## src/design/msr_pkg.sv

```systemverilog
// constants, field layout and carrier types of the monitor status registers
package msr_pkg;

    // ==========================================================
    // bus geometry
    localparam int ADDR_W = 8;
    localparam int DATA_W = 32;
    localparam int BE_W   = 4;

    // ==========================================================
    // register indices; the byte address is four times the index
    localparam logic [5:0] IDX_STATUS4  = 6'h23;
    localparam logic [5:0] IDX_STATUS5  = 6'h24;
    localparam logic [5:0] IDX_PINCFG1  = 6'h30;
    localparam logic [5:0] IDX_PINCFG2  = 6'h31;
    localparam logic [5:0] IDX_PIN16CFG = 6'h32;
    localparam logic [5:0] IDX_IRQ_STAT = 6'h33;
    localparam logic [5:0] IDX_IRQ_MASK = 6'h34;

    // ==========================================================
    // status four bit positions
    localparam int ST4_INT_TEMP  = 0;
    localparam int ST4_BATTERY   = 1;
    localparam int ST4_ANALOG_INPUT_EIGHT      = 2;
    localparam int ST4_THERMAL   = 3;
    localparam int ST4_FAN       = 4;
    localparam int ST4_INTRUSION = 6;
    localparam int ST4_PIN16     = 7;
    localparam int LIMIT_W       = 3;

    // ==========================================================
    // pins, configuration layout and reset values
    localparam int NUM_PINS    = 9;
    localparam int PIN16_POS   = 8;
    localparam int PINS_PER_CFG = 4;
    localparam int CFG_DIR_OFS = 0;
    localparam int CFG_POL_OFS = 1;
    localparam logic [7:0] REG8_RESET = 8'h00;

    // ==========================================================
    // interrupt status and mask layout
    localparam int IRQ_W         = 4;
    localparam int IRQ_INT_THERMAL_LIMIT_MODE = 0;
    localparam int IRQ_ANY_THERMAL_LIMIT_MODE = 1;
    localparam int IRQ_FAN       = 2;
    localparam int IRQ_INTRUSION = 3;

    // avalon request as the master presents it
    typedef struct packed {
        logic              read;
        logic              write;
        logic [ADDR_W-1:0] address;
        logic [DATA_W-1:0] writedata;
        logic [BE_W-1:0]   byteenable;
    } msr_avmm_req_type;

    // levels from the conversion and fan control logic
    typedef struct packed {
        logic [LIMIT_W-1:0] out_of_limit;
        logic               int_thermal_mode;
        logic               any_thermal_mode;
        logic               automatic_fan_control;
        logic               fan_running;
    } msr_monitor_type;

endpackage : msr_pkg

```

## src/design/msr_status_regs.sv

```systemverilog
// status registers four and five with pin logic and avalon slave
`timescale 1ns/1ps

// ==========================================================
module msr_status_regs (
    // clock and reset
    input  wire logic                     clk_i,
    input  wire logic                     reset_n_i,
    // avalon slave
    input  wire msr_pkg::msr_avmm_req_type avm_i,
    output logic [msr_pkg::DATA_W-1:0]    avm_readdata_o,
    output logic                          avm_waitrequest_o,
    // monitor core
    input  wire logic                     conv_done_i,
    input  wire msr_pkg::msr_monitor_type monitor_i,
    // pins
    input  wire logic                     chassis_intrusion_i,
    input  wire logic [msr_pkg::NUM_PINS-1:0] gpio_in_i,
    output logic [msr_pkg::NUM_PINS-1:0]  gpio_out_o,
    output logic [msr_pkg::NUM_PINS-1:0]  gpio_oe_o,
    // interrupt
    output logic                          irq_o
);
    import msr_pkg::*;

    // picks one bit of a direction/polarity pair for pin n of a config byte
    function automatic logic pair_bit(input logic [7:0] cfg,
                                      input int n, input int ofs);
        pair_bit = cfg[2 * (n % PINS_PER_CFG) + ofs];
    endfunction : pair_bit

    // byte address of a register index
    function automatic logic [ADDR_W-1:0] byte_addr(input logic [5:0] idx);
        byte_addr = {idx, 2'b00};
    endfunction : byte_addr

    // ==========================================================
    // state
    logic                wait_reg;
    logic [DATA_W-1:0]   rdata_reg;
    logic [7:0]          pincfg1_reg;
    logic [7:0]          pincfg2_reg;
    logic [7:0]          pin16cfg_reg;
    logic [IRQ_W-1:0]    irq_stat_reg;
    logic [IRQ_W-1:0]    irq_mask_reg;
    logic                irq_reg;
    logic [LIMIT_W-1:0]  limit_reg;
    logic                int_ev_reg;
    logic                thermal_limit_mode_ev_reg;
    logic                fan_ev_reg;
    logic                intrusion_reg;
    logic [NUM_PINS-1:0] out_bit_reg;
    logic [NUM_PINS-1:0] gpio_out_reg;
    logic [NUM_PINS-1:0] gpio_oe_reg;
    logic                int_mode_reg;
    logic                any_mode_reg;
    logic                fan_reg;
    logic [NUM_PINS-1:0] pin_meta_reg;
    logic [NUM_PINS-1:0] pin_sync_reg;
    logic                ci_meta_reg;
    logic                ci_sync_reg;
    logic                ci_prev_reg;

    // ==========================================================
    // bus decode: request is taken on the edge where wait is low
    logic        rd_done;
    logic        wr_done;
    logic        wr_b0;
    logic        sel_st4;
    logic        sel_st5;
    logic        sel_cfg1;
    logic        sel_cfg2;
    logic        sel_cfg16;
    logic        sel_istat;
    logic        sel_imask;
    logic [7:0]  wbyte;
    assign rd_done   = avm_i.read & ~wait_reg;
    assign wr_done   = avm_i.write & ~wait_reg;
    assign wr_b0     = wr_done & avm_i.byteenable[0];
    assign wbyte     = avm_i.writedata[7:0];
    assign sel_st4   = avm_i.address == byte_addr(IDX_STATUS4);
    assign sel_st5   = avm_i.address == byte_addr(IDX_STATUS5);
    assign sel_cfg1  = avm_i.address == byte_addr(IDX_PINCFG1);
    assign sel_cfg2  = avm_i.address == byte_addr(IDX_PINCFG2);
    assign sel_cfg16 = avm_i.address == byte_addr(IDX_PIN16CFG);
    assign sel_istat = avm_i.address == byte_addr(IDX_IRQ_STAT);
    assign sel_imask = avm_i.address == byte_addr(IDX_IRQ_MASK);

    // ==========================================================
    // per-pin direction (1 = output) and polarity (1 = active high)
    logic [NUM_PINS-1:0] pin_dir;
    logic [NUM_PINS-1:0] pin_pol;
    logic [NUM_PINS-1:0] pin_asserted;
    logic [NUM_PINS-1:0] pin_view;
    for (genvar p = 0; p < PINS_PER_CFG; p++) begin : g_cfg
        assign pin_pol[p] = pair_bit(pincfg1_reg, p, CFG_POL_OFS);
        assign pin_dir[p] = pair_bit(pincfg1_reg, p, CFG_DIR_OFS);
        assign pin_pol[p+PINS_PER_CFG] =
            pair_bit(pincfg2_reg, p, CFG_POL_OFS);
        assign pin_dir[p+PINS_PER_CFG] =
            pair_bit(pincfg2_reg, p, CFG_DIR_OFS);
    end
    assign pin_pol[PIN16_POS] = pair_bit(pin16cfg_reg, 0, CFG_POL_OFS);
    assign pin_dir[PIN16_POS] = pair_bit(pin16cfg_reg, 0, CFG_DIR_OFS);
    assign pin_asserted = pin_sync_reg ~^ pin_pol;
    // inputs show pin state, outputs show the written bit
    assign pin_view = (pin_dir & out_bit_reg) | (~pin_dir & pin_asserted);

    // ==========================================================
    // transition pulses and event sources
    logic int_edge;
    logic any_edge;
    logic fan_edge;
    logic ci_rise;
    logic [IRQ_W-1:0] irq_set;
    assign int_edge = monitor_i.int_thermal_mode ^ int_mode_reg;
    assign any_edge = monitor_i.any_thermal_mode ^ any_mode_reg;
    assign fan_edge = monitor_i.automatic_fan_control
                    & (monitor_i.fan_running ^ fan_reg);
    assign ci_rise  = ci_sync_reg & ~ci_prev_reg;
    assign irq_set  = {ci_rise, fan_edge, any_edge, int_edge};

    // ==========================================================
    // read view of status four
    logic [7:0] st4_view;
    logic [7:0] st5_view;
    logic       rd_st4_clr;
    // bit five is wired to zero
    assign st4_view = {pin_view[PIN16_POS], intrusion_reg, 1'b0,
                       fan_ev_reg, thermal_limit_mode_ev_reg, limit_reg[ST4_ANALOG_INPUT_EIGHT],
                       limit_reg[ST4_BATTERY],
                       limit_reg[ST4_INT_TEMP] | int_ev_reg};
    assign st5_view = pin_view[7:0];
    // read of status four clears only the event bits it reported
    assign rd_st4_clr = rd_done & sel_st4;

    // read data mux, unmapped addresses read zero
    logic [7:0] rd_byte;
    assign rd_byte = sel_st4   ? st4_view :
                     sel_st5   ? st5_view :
                     sel_cfg1  ? pincfg1_reg :
                     sel_cfg2  ? pincfg2_reg :
                     sel_cfg16 ? pin16cfg_reg :
                     sel_istat ? {4'h0, irq_stat_reg} :
                     sel_imask ? {4'h0, irq_mask_reg} : 8'h00;

    // ==========================================================
    // next values
    logic [NUM_PINS-1:0] out_bit_next;
    logic [IRQ_W-1:0]    irq_stat_next;
    logic                int_ev_next;
    logic                thermal_limit_mode_ev_next;
    logic                fan_ev_next;
    logic                intrusion_next;
    // a status write lands only on pins set as outputs
    assign out_bit_next[7:0] = (wr_b0 & sel_st5)
        ? (pin_dir[7:0] & wbyte) | (~pin_dir[7:0] & out_bit_reg[7:0])
        : out_bit_reg[7:0];
    // pin sixteen written through status four bit 7
    assign out_bit_next[PIN16_POS] =
        (wr_b0 & sel_st4 & pin_dir[PIN16_POS])
        ? wbyte[ST4_PIN16] : out_bit_reg[PIN16_POS];
    // sticky flags: a new event wins over the clear
    // internal and any thermal engage and release
    assign int_ev_next = (int_ev_reg
        & ~(rd_st4_clr & rdata_reg[ST4_INT_TEMP])) | int_edge;
    assign thermal_limit_mode_ev_next = (thermal_limit_mode_ev_reg
        & ~(rd_st4_clr & rdata_reg[ST4_THERMAL])) | any_edge;
    // fan start and stop under automatic control
    assign fan_ev_next = (fan_ev_reg
        & ~(rd_st4_clr & rdata_reg[ST4_FAN])) | fan_edge;
    assign intrusion_next = (intrusion_reg
        & ~(rd_st4_clr & rdata_reg[ST4_INTRUSION])) | ci_sync_reg;
    // write one to clear, set wins
    assign irq_stat_next = (irq_stat_reg
        & ~((wr_b0 & sel_istat) ? wbyte[IRQ_W-1:0] : 4'h0)) | irq_set;

    // ==========================================================
    // two-flop synchronisers; pins start high so status reads zero at reset
    always_ff @(posedge clk_i or negedge reset_n_i) begin
        if (!reset_n_i) begin
            pin_meta_reg <= '1; // deasserted under the reset polarity
            pin_sync_reg <= '1;
            ci_meta_reg  <= 1'b0;
            ci_sync_reg  <= 1'b0;
            ci_prev_reg  <= 1'b0;
        end else begin
            pin_meta_reg <= gpio_in_i;
            pin_sync_reg <= pin_meta_reg;
            ci_meta_reg  <= chassis_intrusion_i;
            ci_sync_reg  <= ci_meta_reg;
            ci_prev_reg  <= ci_sync_reg;
        end
    end

    // bus handshake: one wait cycle, then answer for one cycle
    always_ff @(posedge clk_i or negedge reset_n_i) begin
        if (!reset_n_i) begin
            wait_reg  <= 1'b1;
            rdata_reg <= '0;
        end else begin
            wait_reg <= ~(wait_reg & (avm_i.read | avm_i.write));
            if (wait_reg & avm_i.read) begin
                rdata_reg <= {{(DATA_W-8){1'b0}}, rd_byte};
            end
        end
    end

    // configuration and mask registers
    always_ff @(posedge clk_i or negedge reset_n_i) begin
        if (!reset_n_i) begin
            pincfg1_reg  <= REG8_RESET;
            pincfg2_reg  <= REG8_RESET;
            pin16cfg_reg <= REG8_RESET;
            irq_mask_reg <= '0;
        end else if (wr_b0) begin
            if (sel_cfg1)  pincfg1_reg  <= wbyte;
            if (sel_cfg2)  pincfg2_reg  <= wbyte;
            if (sel_cfg16) pin16cfg_reg <= wbyte;
            if (sel_imask) irq_mask_reg <= wbyte[IRQ_W-1:0];
        end
    end

    always_ff @(posedge clk_i or negedge reset_n_i) begin
        if (!reset_n_i) begin
            limit_reg     <= '0;
            int_ev_reg    <= 1'b0;
            thermal_limit_mode_ev_reg  <= 1'b0;
            fan_ev_reg    <= 1'b0;
            intrusion_reg <= 1'b0;
            out_bit_reg   <= '0;
        end else begin
            // limits latched at end of conversion
            if (conv_done_i) limit_reg <= monitor_i.out_of_limit;
            int_ev_reg    <= int_ev_next;
            thermal_limit_mode_ev_reg  <= thermal_limit_mode_ev_next;
            fan_ev_reg    <= fan_ev_next;
            intrusion_reg <= intrusion_next;
            out_bit_reg   <= out_bit_next;
        end
    end

    // mode history for edge detection, interrupt and pin drivers
    always_ff @(posedge clk_i or negedge reset_n_i) begin
        if (!reset_n_i) begin
            int_mode_reg <= 1'b0;
            any_mode_reg <= 1'b0;
            fan_reg      <= 1'b0;
            irq_stat_reg <= '0;
            irq_reg      <= 1'b0;
            gpio_out_reg <= '0;
            gpio_oe_reg  <= '0;
        end else begin
            int_mode_reg <= monitor_i.int_thermal_mode;
            any_mode_reg <= monitor_i.any_thermal_mode;
            fan_reg      <= monitor_i.fan_running;
            irq_stat_reg <= irq_stat_next;
            irq_reg      <= |(irq_stat_reg & irq_mask_reg);
            gpio_out_reg <= out_bit_reg ~^ pin_pol;
            gpio_oe_reg  <= pin_dir;
        end
    end

    assign avm_readdata_o    = rdata_reg;
    assign avm_waitrequest_o = wait_reg;
    assign gpio_out_o        = gpio_out_reg;
    assign gpio_oe_o         = gpio_oe_reg;
    assign irq_o             = irq_reg;
endmodule : msr_status_regs

```

## config.mk

```make
export PLATFORM = sky130hd
export DESIGN_NAME = msr_status_regs
export DESIGN_NICKNAME = d
export VERILOG_FILES = /design/src/design/msr_pkg.sv /design/src/design/msr_status_regs.sv
export SDC_FILE = /design/constraint.sdc
export NUM_CORES = 1
export LEC_CHECK = 0
export BUFFER_PORTS_ARGS = -buffer_cell sky130_fd_sc_hd__buf_4
export CAP_MARGIN = 10
export CORE_UTILIZATION = 44
export DETAILED_ROUTE_END_ITERATION = 12
export PLACE_DENSITY = 0.68
export RECOVER_POWER = 50
export SYNTH_ARGS = -nofsm -noshare
export SYNTH_HDL_FRONTEND = slang
export SYNTH_SLANG_ARGS = --single-unit
```

## constraint.sdc

```tcl
create_clock -name clk_i -period 3.25 [get_ports clk_i]
set_clock_uncertainty 0.15 [all_clocks]
set_input_delay 0.65 -clock clk_i [delete_from_list [all_inputs] [get_ports clk_i]]
set_output_delay 0.65 -clock clk_i [all_outputs]
set_load 0.05 [all_outputs]
```

==> flow_summary.json <==
{
  "status": "completed",
  "tightest_slew_ns": 1.173,
  "globalRouteTotalUtil_pct": 20.92,
  "grt_pass1_wl_mm": 15.88,
  "power_density_nw_per_um2": 459.5,
  "numPortBuffers": 66,
  "netlist_area_sq_um": 4418,
  "synth.distinct_cells": 53,
  "synthCells": 370,
  "setup_viol": 0,
  "fillers": 893,
  "tns_ns": 0,
  "hold_depth": 0,
  "wl_per_cell_um": 17.21,
  "cp.required_ns": 3.36,
  "drcViolationCount": 0,
  "start_util_pct": 45.20,
  "num_rows": 36,
  "chipHeight_um": 102.2,
  "place_area_sq_um": 4967,
  "insertion_delay_ns": 0.37,
  "fp.coreArea_sq_um": 9774,
  "multi_input_area_sq_um": 1738,
  "hold_start": "pin_meta_reg[4]$_DFF_PN1_",
  "drive_gt1_share_pct": 34.08,
  "leakage_uw": 0.002302,
  "die_x_um": 102.2,
  "dp_hpwl_mm": 7.434,
  "postLayoutCoreUtil_pct": 52.45,
  "yosys_warnings": 0,
  "fin_crit_ns": 2.349,
  "end_kind": "flop",
  "synth-edff-count": 0,
  "dr_total_vias": 2996,
  "yosys_register_bits": 100,
  "cts_max_level": 3,
  "irDropWorstVdd_mv": 0.2061,
  "syn_to_final_growth_pct": 16.03,
  "critical_path.startpoint": "avm_i[39]",
  "overflow": 0,
  "nets": 507,
  "maxCapViolCount": 0,
  "fin_area_sq_um": 5126,
  "routabilityCongestion": 0.8610,
  "regArea_sq_um": 2526,
  "via_per_inst": 5.174,
  "dieArea_sq_um": 10450,
  "dp_slack_ns": 0.4851,
  "setup_ws_ns": 0.9015,
  "clockBufferDepth": 2,
  "grt_antenna_before_repair": 0,
  "yosysMostFrequentCell": "dfrtp_1",
  "grt_max_degree": 49,
  "period_share_pct": 72.26,
  "synth.avg_cell_area_sq_um": 11.94,
  "r2r_setup_slack_ns": 1.22,
  "numCtsBuffers": 9,
  "clock_sinks": 100,
  "io_pins": 118,
  "yosys.area.top_type": "dfrtp_1",
  "r2r_cells": 3,
  "drt_wl_total_mm": 9.962,
  "first_pass_iters": 4,
  "rr_endpoint": "pincfg1_reg[3]$_DFFE_PN0P_",
  "timing.fmax_ghz": 0.4258,
  "seq_area_frac_synth_pct": 57.18,
  "synth_ff_type": "dfrtp_1",
  "synthArstFlopShare_pct": 100.0,
  "post_cts_buffers": 0,
  "antenna_cells": 0,
  "finalHoldViolCount": 0,
  "ctsHoldBuffers": 0,
  "drtIter0Drc": 152,
  "slew_viol_final": 0,
  "maxSlewHeadroom_pct": 21.79,
  "arrival_ns": 2.46,
  "synth_top_area_share_pct": 45.88,
  "crit_type": "input pin to flop",
  "cts-root-buf": "clkbuf_8",
  "synth_area_leaders": "dfrtp_1, dfstp_2, mux2_2, buf_4, nand2_1",
  "synthTopCellsByCount": "dfrtp_1, nand2_1, mux2_2",
  "cts_tree": "built",
  "rsz0062_at_grt": "false",
  "hold_slack_ns": 0.2034,
  "postCtsResizedCells": 0,
  "path_max_fanout": 13,
  "hold_path_end": "pin_sync_reg[4]$_DFF_PN1_",
  "cts.clk_slew.worst_paths_ns": 0.10,
  "ant_nets": 0,
  "startpoint_type": "input pin",
  "r2r-start": "avm_waitrequest_o$_DFF_PN1_",
  "grt_pass1_vias": 2932,
  "hold_class": "flop to flop"
}
where the power goes:
group	internal [uW]	switching (uW)
clock network	289	441
logic	86.8	223
registers	1290	23.6
total	1670	688
worst max-delay path by stage:
stage                                 end  cells after the start
2_1_floorplan  out_bit_reg[8]$_DFFE_PN0P_                      6
3_3_place_gp                         flop                      6
3_5_place_dp                         flop                      6
4_1_cts                              flop                      6
5_1_grt                              flop                      6
6_report                             flop                      6
per-layer routing:
metal | up-vias | routed length [um] | GRT usage (%)
met3 | 10 | 432 | 4.720
met1 | 1502 | 4846 | 30.06
li1 | 1398 | - | -
met4 | 0 | 122 | 5.824
met5 | - | 0 | 0
met2 | 86 | 4561 | 31.85
cell type report:
| type | instances | area share, % |
|---|---|---|
| inverter | 3 | 0.2197 |
| timing repair buffer | 70 | 9.836 |
| clock buffer | 9 | 2.416 |
| sequential | 100 | 49.28 |
| tap | 133 | 3.246 |
| multi-input combinational | 257 | 33.90 |
| clock inverter | 7 | 1.098 |
per-stage QoR:
| step | instances | total power, uW |
|---|---|---|
| after floorplan | 393 | 1549 |
| after global placement | 563 | 1651 |
| after detailed placement | 563 | 1655 |
| after CTS | 579 | 2391 |
| after global routing | 579 | 2464 |
| final | 579 | 2356 |
logic make-up (layout without fill, tap and decap cells):
| logic type | count (synthesis) | in the layout | synth area share [%] |
|---|---|---|---|
| XOR/XNOR | 21 | 21 | 4.163 |
| AO/OA/AOI/OAI | 64 | 64 | 9.261 |
| other | 1 | 24 | 0.08488 |
| flip-flops | 100 | 100 | 57.18 |
| buffers and inverters | 36 | 89 | 5.438 |
| AND/OR/NAND/NOR | 105 | 105 | 12.91 |
| multiplexers | 43 | 43 | 10.96 |
critical path: stages:
cell and delay, ns:
buf_4 0.17, nor4_2 0.52, nand2_1 0.23, nor2_2 0.44, nand2_1 0.12, mux2_1 0.32
placed cells by master, fill, tap and decap left out, drive strengths merged, types with 2 or more instances in the layout:
cell      n
dfrtp    81
buf      54
nand2    43
mux2     40
o21ai    26
clkbuf   25
conb     24
dfstp    19
nor2     16
xor2     11
xnor2    10
a21oi     7
nand3     7
a21o      6
nor2b     6
inv       5
clkinv    5
a22oi     4
nand2b    4
o22ai     4
and3      4
nand4     4
nor3      4
mux2i     3
a31oi     3
o31ai     3
nor4      3
a221oi    3
or2       2
nand3b    2
a2bb2oi   2
and4bb    2
and3b     2
a32oi     2
or3b      2
(Power assumes the default switching activity.)
